## config.mk

```make
export PLATFORM = sky130hd
export DESIGN_NAME = rlpc_pin_config
export DESIGN_NICKNAME = d
export VERILOG_FILES = /design/src/core/rlpc_pkg.sv /design/src/core/rlpc_pin_config.sv
export VERILOG_INCLUDE_DIRS = /design/src /design/src/core
export SDC_FILE = /design/constraint.sdc
export NUM_CORES = 1
export LEC_CHECK = 0
export ABC_AREA = 0
export BUFFER_PORTS_ARGS = -buffer_cell sky130_fd_sc_hd__buf_2
export CORE_MARGIN = 2
export CORE_UTILIZATION = 35
export DETAILED_ROUTE_END_ITERATION = 10
export MAX_ROUTING_LAYER = met4
export SYNTH_ARGS = -nofsm -noshare
export SYNTH_HDL_FRONTEND = slang
export SYNTH_SLANG_ARGS = --single-unit
```

## constraint.sdc

```tcl
create_clock -name clk_sys -period 2.4 [get_ports clk_sys]
set_input_delay 0.48 -clock clk_sys [delete_from_list [all_inputs] [get_ports clk_sys]]
set_output_delay 0.48 -clock clk_sys [all_outputs]
set_load 0.01 [all_outputs]
```

## src/core/rlpc_consts.svh

```systemverilog
// Register offsets, field positions and reset values of the pin configuration block.
// Assumes a 32-bit AXI4-Lite bus, one register per aligned word at four times its index.
`ifndef RLPC_CONSTS_SVH
`define RLPC_CONSTS_SVH

`define RLPC_IDX_PINS1_2      8'h1E
`define RLPC_IDX_PIN3         8'h1F
`define RLPC_IDX_PINS5_6      8'h20
`define RLPC_IDX_PORT_CTRL    8'h24
`define RLPC_IDX_PIN_STATUS   8'h28

// Byte addresses: the indices are not word aligned, so each word sits at four times its index
`define RLPC_OFS_PINS1_2      (`RLPC_IDX_PINS1_2 << 2)
`define RLPC_OFS_PIN3         (`RLPC_IDX_PIN3 << 2)
`define RLPC_OFS_PINS5_6      (`RLPC_IDX_PINS5_6 << 2)
`define RLPC_OFS_PORT_CTRL    (`RLPC_IDX_PORT_CTRL << 2)
`define RLPC_OFS_PIN_STATUS   (`RLPC_IDX_PIN_STATUS << 2)

`define RLPC_FLD_EN           0
`define RLPC_FLD_DIR          1
`define RLPC_FLD_FAR          2
`define RLPC_FLD_VAL          3
`define RLPC_FLD_PORTSEL      0

`define RLPC_RST_CFG          8'h00
`define RLPC_RST_PORT_CTRL    1'b0

`endif

```

## src/core/rlpc_pkg.sv

```systemverilog
// Types shared by the pin configuration block.
// Assumes the constants header is included where offsets are needed.
package rlpc_pkg;

	typedef enum logic [3:0] {
		RLPC_FUNC_OUT = 4'h1,
		RLPC_TRISTATE = 4'h2,
		RLPC_GP_OUT   = 4'h4,
		RLPC_GP_IN    = 4'h8
	} rlpc_mode_t;

	typedef struct packed {
		logic local_out_value;
		logic far_control_enable;
		logic direction;
		logic function_enable;
	} rlpc_pin_cfg_t;

	typedef struct packed {
		logic out;
		logic oe;
	} rlpc_pad_t;

endpackage : rlpc_pkg

```

## src/core/rlpc_pin_config.sv

```systemverilog
// Configuration registers and pad control for five general-purpose pins, with a second pin set.
// Assumes an AXI4-Lite master on clk_sys, far values already recovered from the link, pads resolved outside.
// Behaviour
// Second-port select steers the configurations of pins one to three to the matching second-port pin.
// Local output value drives pin only when enabled, direction output, remote off.
// Remote enable 1 forces pin output with the serializer's received value.
// Code direction-then-enable: 00 functional, 10 tri-state, 01 output, 11 input.
// Pin one settings in bits 0-3, pin two settings in bits 4-7.
// Pin three register at 1Fh resets to zero; bits 7-4 reserved.
// Pins five and six register at 20h resets zero; five low, six high.
// Pins one and two register at 1Eh, reset value zero.
// After reset every pin is functional output, remote off, value zero.
`timescale 1ns/1ps
`include "rlpc_consts.svh"

module rlpc_pin_config #(
	parameter int NPIN = 5
) (
	input  wire logic                  clk_sys,
	input  wire logic                  rst,
	input  wire logic                  clk_en,
	input  wire logic [7:0]            s_axi_awaddr,
	input  wire logic                  s_axi_awvalid,
	output logic                       s_axi_awready,
	input  wire logic [31:0]           s_axi_wdata,
	input  wire logic [3:0]            s_axi_wstrb,
	input  wire logic                  s_axi_wvalid,
	output logic                       s_axi_wready,
	output logic [1:0]                 s_axi_bresp,
	output logic                       s_axi_bvalid,
	input  wire logic                  s_axi_bready,
	input  wire logic [7:0]            s_axi_araddr,
	input  wire logic                  s_axi_arvalid,
	output logic                       s_axi_arready,
	output logic [31:0]                s_axi_rdata,
	output logic [1:0]                 s_axi_rresp,
	output logic                       s_axi_rvalid,
	input  wire logic                  s_axi_rready,
	input  wire logic [NPIN-1:0]       far_pin_value,
	input  wire logic [NPIN-1:0]       func_pin_out,
	input  wire logic [NPIN-1:0]       pin_in,
	input  wire logic [2:0]            second_port_pin_in,
	output logic [NPIN-1:0]            pin_out,
	output logic [NPIN-1:0]            pin_oe,
	output logic [2:0]                 second_port_pin_out,
	output logic [2:0]                 second_port_pin_oe,
	output logic [NPIN-1:0]            pin_gp_in_value
);

	// Pin order in vectors: 0=pin1, 1=pin2, 2=pin3, 3=pin5, 4=pin6
	rlpc_pkg::rlpc_pin_cfg_t           cfg_q [NPIN];
	logic                              second_port_select_q;
	logic [7:0]                        aw_addr_q;
	logic                              aw_have_q;
	logic [31:0]                       w_data_q;
	logic [3:0]                        w_strb_q;
	logic                              w_have_q;
	logic [NPIN-1:0]                   gp_in_q;
	rlpc_pkg::rlpc_pad_t               pad_w [NPIN];

	function automatic rlpc_pkg::rlpc_mode_t decode_mode(input rlpc_pkg::rlpc_pin_cfg_t c);
		unique case ({c.direction, c.function_enable})
			2'b00: decode_mode = rlpc_pkg::RLPC_FUNC_OUT;
			2'b10: decode_mode = rlpc_pkg::RLPC_TRISTATE;
			2'b01: decode_mode = rlpc_pkg::RLPC_GP_OUT;
			2'b11: decode_mode = rlpc_pkg::RLPC_GP_IN;
		endcase
	endfunction : decode_mode

	function automatic rlpc_pkg::rlpc_pad_t pad_drive(input rlpc_pkg::rlpc_pin_cfg_t c,
		input logic far_v, input logic func_v);
		rlpc_pkg::rlpc_pad_t p;
		p = '{out: 1'b0, oe: 1'b0};
		if (c.far_control_enable) begin
			p = '{out: far_v, oe: 1'b1};
		end else begin
			unique case (decode_mode(c))
				rlpc_pkg::RLPC_FUNC_OUT: p = '{out: func_v, oe: 1'b1};
				rlpc_pkg::RLPC_GP_OUT:   p = '{out: c.local_out_value, oe: 1'b1};
				rlpc_pkg::RLPC_TRISTATE: p = '{out: 1'b0, oe: 1'b0};
				rlpc_pkg::RLPC_GP_IN:    p = '{out: 1'b0, oe: 1'b0};
			endcase
		end
		pad_drive = p;
	endfunction : pad_drive

	logic                              wr_fire;
	logic                              rd_fire;
	assign wr_fire = aw_have_q && w_have_q && !s_axi_bvalid;
	assign rd_fire = s_axi_arvalid && s_axi_arready;

	// Write address and data are latched independently so either may come first
	always_ff @(posedge clk_sys) begin
		if (rst) begin
			aw_have_q     <= 1'b0;
			w_have_q      <= 1'b0;
			aw_addr_q     <= 8'h00;
			w_data_q      <= 32'h0000_0000;
			w_strb_q      <= 4'h0;
			s_axi_awready <= 1'b0;
			s_axi_wready  <= 1'b0;
		end else if (clk_en) begin
			s_axi_awready <= !aw_have_q && !(s_axi_awvalid && s_axi_awready) && !wr_fire;
			s_axi_wready  <= !w_have_q && !(s_axi_wvalid && s_axi_wready) && !wr_fire;
			if (s_axi_awvalid && s_axi_awready) begin
				aw_have_q <= 1'b1;
				aw_addr_q <= s_axi_awaddr;
			end else if (wr_fire) begin
				aw_have_q <= 1'b0;
			end
			if (s_axi_wvalid && s_axi_wready) begin
				w_have_q <= 1'b1;
				w_data_q <= s_axi_wdata;
				w_strb_q <= s_axi_wstrb;
			end else if (wr_fire) begin
				w_have_q <= 1'b0;
			end
		end
	end

	// Write response; unmapped addresses answer SLVERR and change nothing
	always_ff @(posedge clk_sys) begin
		if (rst) begin
			s_axi_bvalid <= 1'b0;
			s_axi_bresp  <= 2'b00;
		end else if (clk_en) begin
			if (wr_fire) begin
				s_axi_bvalid <= 1'b1;
				unique case (aw_addr_q)
					`RLPC_OFS_PINS1_2, `RLPC_OFS_PIN3, `RLPC_OFS_PINS5_6, `RLPC_OFS_PORT_CTRL,
					`RLPC_OFS_PIN_STATUS: s_axi_bresp <= 2'b00;
					default:              s_axi_bresp <= 2'b10;
				endcase
			end else if (s_axi_bready) begin
				s_axi_bvalid <= 1'b0;
			end
		end
	end

	// Register storage; only byte lane 0 carries data
	always_ff @(posedge clk_sys) begin
		if (rst) begin
			for (int i = 0; i < NPIN; i++) begin
				cfg_q[i] <= rlpc_pkg::rlpc_pin_cfg_t'(4'h0);
			end
			second_port_select_q <= `RLPC_RST_PORT_CTRL;
		end else if (clk_en && wr_fire && w_strb_q[0]) begin
			unique case (aw_addr_q)
				`RLPC_OFS_PINS1_2: begin
					cfg_q[0] <= w_data_q[3:0];
					cfg_q[1] <= w_data_q[7:4];
				end
				`RLPC_OFS_PIN3: cfg_q[2] <= w_data_q[3:0];
				`RLPC_OFS_PINS5_6: begin
					cfg_q[3] <= w_data_q[3:0];
					cfg_q[4] <= w_data_q[7:4];
				end
				`RLPC_OFS_PORT_CTRL: second_port_select_q <= w_data_q[`RLPC_FLD_PORTSEL];
				default: ;
			endcase
		end
	end

	// Read channel, one request at a time
	always_ff @(posedge clk_sys) begin
		if (rst) begin
			s_axi_arready <= 1'b0;
			s_axi_rvalid  <= 1'b0;
			s_axi_rdata   <= 32'h0000_0000;
			s_axi_rresp   <= 2'b00;
		end else if (clk_en) begin
			s_axi_arready <= !s_axi_rvalid && !rd_fire;
			if (rd_fire) begin
				s_axi_rvalid <= 1'b1;
				s_axi_rresp  <= 2'b00;
				unique case (s_axi_araddr)
					`RLPC_OFS_PINS1_2:    s_axi_rdata <= {24'h000000, cfg_q[1], cfg_q[0]};
					// Reserved nibble is not stored and reads zero
					`RLPC_OFS_PIN3:       s_axi_rdata <= {28'h0000000, cfg_q[2]};
					`RLPC_OFS_PINS5_6:    s_axi_rdata <= {24'h000000, cfg_q[4], cfg_q[3]};
					`RLPC_OFS_PORT_CTRL:  s_axi_rdata <= {31'h00000000, second_port_select_q};
					`RLPC_OFS_PIN_STATUS: s_axi_rdata <= {27'h0000000, gp_in_q};
					default: begin
						s_axi_rdata <= 32'h0000_0000;
						s_axi_rresp <= 2'b10;
					end
				endcase
			end else if (s_axi_rready) begin
				s_axi_rvalid <= 1'b0;
			end
		end
	end

	// Drive worked out per pin ahead of the pad flops
	always_comb begin
		for (int i = 0; i < NPIN; i++) begin
			pad_w[i] = pad_drive(cfg_q[i], far_pin_value[i], func_pin_out[i]);
		end
	end

	// Pad outputs registered; unselected pin set is released to tri-state
	always_ff @(posedge clk_sys) begin
		if (rst) begin
			pin_out             <= '0;
			pin_oe              <= '0;
			second_port_pin_out <= 3'h0;
			second_port_pin_oe  <= 3'h0;
		end else if (clk_en) begin
			for (int i = 0; i < NPIN; i++) begin
				pin_out[i] <= pad_w[i].out;
				pin_oe[i]  <= pad_w[i].oe;
			end
			// Only pins 1 to 3 have a second-port twin; the later assignment wins
			for (int i = 0; i < 3; i++) begin
				if (second_port_select_q) begin
					pin_out[i]             <= 1'b0;
					pin_oe[i]              <= 1'b0;
					second_port_pin_out[i] <= pad_w[i].out;
					second_port_pin_oe[i]  <= pad_w[i].oe;
				end else begin
					second_port_pin_out[i] <= 1'b0;
					second_port_pin_oe[i]  <= 1'b0;
				end
			end
		end
	end

	// Input sample follows the selected pin set for pins 1 to 3
	always_ff @(posedge clk_sys) begin
		if (rst) begin
			gp_in_q <= '0;
		end else if (clk_en) begin
			for (int i = 0; i < NPIN; i++) begin
				gp_in_q[i] <= pin_in[i];
			end
			for (int i = 0; i < 3; i++) begin
				if (second_port_select_q) begin
					gp_in_q[i] <= second_port_pin_in[i];
				end
			end
		end
	end

	assign pin_gp_in_value = gp_in_q;

endmodule : rlpc_pin_config

```

==> impl_metrics.csv <==
group,metric,value,unit
run_status,status,"finished, final reports clean",
die,fp.dieArea,0.0105,mm²
synthesis,yosys_warnings,0,
final_layout,nets,522,
synthesis,synth_edf_count,20,
placed_design,gp_congestion,0.911,
synthesis,synth-seq-cells,76,
detailed_routing,via_per_inst,4.64,
synthesis,yosysTopAreaCell,"dfxtp_1",
critical_path,cp-start-kind,"flip-flop",
synthesis,dominantRegCellSynth,"dfxtp_1",
detailed_routing,wirelength,7760,µm
cts,cts_buffers,9,
timing,hold_viol,0,
timing,min_period_over_period,85.5,%
detailed_routing,drt_iter0_markers,113,
timing,final_max_slew_viol_count,0,
detailed_routing,drtAntennaViolNets,0,
timing,worst_pin_slew,0.627,ns
synthesis,synth.area.top_cells,"dfxtp_1, edfxtp_1, nand2_1",
timing,rsz0062_at_grt,"false",
final_layout,utilization,43.6,%
critical_path,crit_start,"aw_addr_q[2]$_SDFFE_PP0P_",
synthesis,postSynthCellCount,363,
detailed_routing,wire_per_inst,13.4,µm
cts,cts.htree.levels,3,
grt,grt.total_usage,15.6,%
critical_path,rr_startpoint,"aw_addr_q[2]$_SDFFE_PP0P_",
final_layout,drive_gt1_share,25.6,%
critical_path,crit_fanout,8,
detailed_routing,vias,2682,
final_layout,fin_cells,578,
grt,grt_max_degree,43,
power,p_leak,1.68,nW
cts,cts.repair.resized,0,
grt,overflow,0,
timing,min_period,2.05,ns
critical_path,cp.arrival,2.24,ns
grt,grt_pass1_vias,2445,
synthesis,syn_area,0.00338,mm²
timing,tns,0,ns
placed_design,io_buffers,86,
timing,skew,0.0105,ns
die,io_pins,140,
worst_hold_path,hold_class,"primary input to flip-flop",
grt,antenna_found_initial,0,
critical_path,path_class,"flip-flop to flip-flop",
timing,maxSlewHeadroom,57.8,%
placed_design,placed_cells,562,
critical_path,timing.rr.end,"cfg_q[0][9]$_DFFE_PP_",
run,max-cap-violations,0,
final_layout,n_antenna_cell,0,
die,die_h,102,µm
synthesis,ys_types,41,
cts,postCtsSetupBuffers,0,
cts,insertion_delay,0.34,ns
cts,clk_path_buf_depth,2,
cts,cts.sinks,76,
grt,grt_first_pass_wirelength,12000,µm
synthesis,ys_seq_area_share,51.0,%
synthesis,async_flop_share,0,%
power,ir_drop,0.274,mV
cts,ctsHoldBuffers,0,
power,p_total,2.65,mW
cts,clk_pin_slew,0.08,ns
die,start_util,36.4,%
placed_design,hpwl,5870,µm
detailed_routing,drcViolationCount,0,
final_layout,syn_to_final_growth,19.9,%
critical_path,max_stage_delay,0.55,ns
detailed_routing,drt-pass1-iter-count,4,
critical_path,crit_path_end_kind,"flip-flop",
die,die_w,102,µm
power,powerDensity,654,mW/mm²
die,core_area,0.00928,mm²
critical_path,crit_chain,"or4b_4, or4_4, a211oi_4, and2_1",
final_layout,n_fill_cell,938,
critical_path,critPathRequiredTime,2.59,ns
timing,setup_ws,0.349,ns
synthesis,syn_avg_cell_area,9.30,µm²
timing,max_freq,487,MHz
placed_design,dp_slack,0.279,ns
critical_path,crit_end,"cfg_q[0][9]$_DFFE_PP_",
timing,finalSetupViolCount,0,
critical_path,cpMaxStageDelayCell,"or4b_4",
cts,cts_tree,"done",
cts,cts_root_buf,"clkbuf_8",
critical_path,r2r_slack,0.35,ns
synthesis,synth_top_area_share,33.2,%
die,core.rowCount,35,
critical_path,rr_worst_depth,4,
[cell usage after synthesis (5+ instances only)]
master    number
dfxtp_1       56
nand2_1       56
a21oi_1       40
nor2_1        31
buf_4         26
edfxtp_1      20
clkbuf_1      15
mux2i_1       15
nor2b_1       13
and2_1        12
o21ai_0       10
inv_1          5
o31ai_1        5
[sequential cells by signal, indices dropped and copies added (netlist names)]
| name | cells |
|---|---|
| cfg_q | 20 |
| aw_addr_q | 8 |
| s_axi_rdata | 8 |
| w_data_q | 8 |
| pin_gp_in_value | 5 |
| pin_oe | 5 |
| pin_out | 5 |
| second_port_pin_oe | 3 |
| second_port_pin_out | 3 |
| aw_have_q | 1 |
| s_axi_arready | 1 |
| s_axi_awready | 1 |
| s_axi_bresp | 1 |
| s_axi_bvalid | 1 |
| s_axi_rresp | 1 |
| s_axi_rvalid | 1 |
| s_axi_wready | 1 |
| second_port_select_q | 1 |
| w_have_q | 1 |
| w_strb_q | 1 |
[kinds of logic after synthesis]
| logic type | Yosys count | share of synthesized area (%) |
|---|---|---|
| DFF | 76 | 51.0 |
| muxes | 19 | 5.78 |
| AOI/OAI and AO/OA | 75 | 13.6 |
| and+or+nand+nor | 142 | 21.0 |
| buffers and inverters | 50 | 8.48 |
| other | 1 | 0.111 |
[per-stage QoR]
step	instance area [µm²]	hold WS [ns]
finish	4050	0.366
global route	4050	0.357
CTS	4050	0.351
detailed placement	3840	0.444
global placement	3840	0.440
floorplan	3470	0.432
[how the worst min path moves through the flow]
stage,start,endpoint,slack [ns],cells past startpoint
floorplan,w_data_q[1]$_SDFFE_PP0P_,w_data_q[1]$_SDFFE_PP0P_,0.43,2
global placement,w_data_q[4]$_SDFFE_PP0P_,w_data_q[4]$_SDFFE_PP0P_,0.44,2
detailed placement,w_data_q[4]$_SDFFE_PP0P_,w_data_q[4]$_SDFFE_PP0P_,0.44,2
CTS,s_axi_awaddr[7],aw_addr_q[7]$_SDFFE_PP0P_,0.35,3
global route,s_axi_awaddr[1],aw_addr_q[1]$_SDFFE_PP0P_,0.36,3
finish,s_axi_awaddr[7],aw_addr_q[7]$_SDFFE_PP0P_,0.37,3
[layer usage]
metal  vias up  part of all wire, %  global-route usage, %
met5         -                    0                      -
met4         0                  2.1                   6.97
met3        13                  6.0                   3.69
met2        90                   47                   24.6
met1      1201                   45                   19.1
li1       1378                    -                      -
[critical path: cells and delay by family, from the launching register on]
family	cells	cell delay [ns]
flip-flops	1	0.35
AO/OA/AOI/OAI	1	0.34
AND/OR/NAND/NOR	3	1.22
[where the power goes]
group          switching, mW  leakage [nW]  internal, mW
clock network          0.452         0.105         0.572
registers             0.0324         0.663          1.36
logic                  0.142         0.909        0.0967
[area by class of cell]
| type | count | area, µm² | share of cell area [%] |
|---|---|---|---|
| sequential | 76 | 1720 | 42.5 |
| multi-input combinational | 262 | 1460 | 36.1 |
| timing repair buffer | 90 | 473 | 11.7 |
| clock buffer | 13 | 170 | 4.20 |
| tap | 129 | 161 | 3.99 |
| clock inverter | 3 | 42.5 | 1.05 |
| inverter | 5 | 18.8 | 0.463 |
[layout by cell type (no fill, tap or decap), types with 12 or more instances in the layout]
master and instances:
and2_1 12, dfxtp_1 56, nor2_1 31, conb_1 26, nor2b_1 13, nand2_1 56
edfxtp_1 20, mux2i_1 15, a21oi_1 40, buf_2 86
Note: power is estimated with default switching activity, not from simulation.
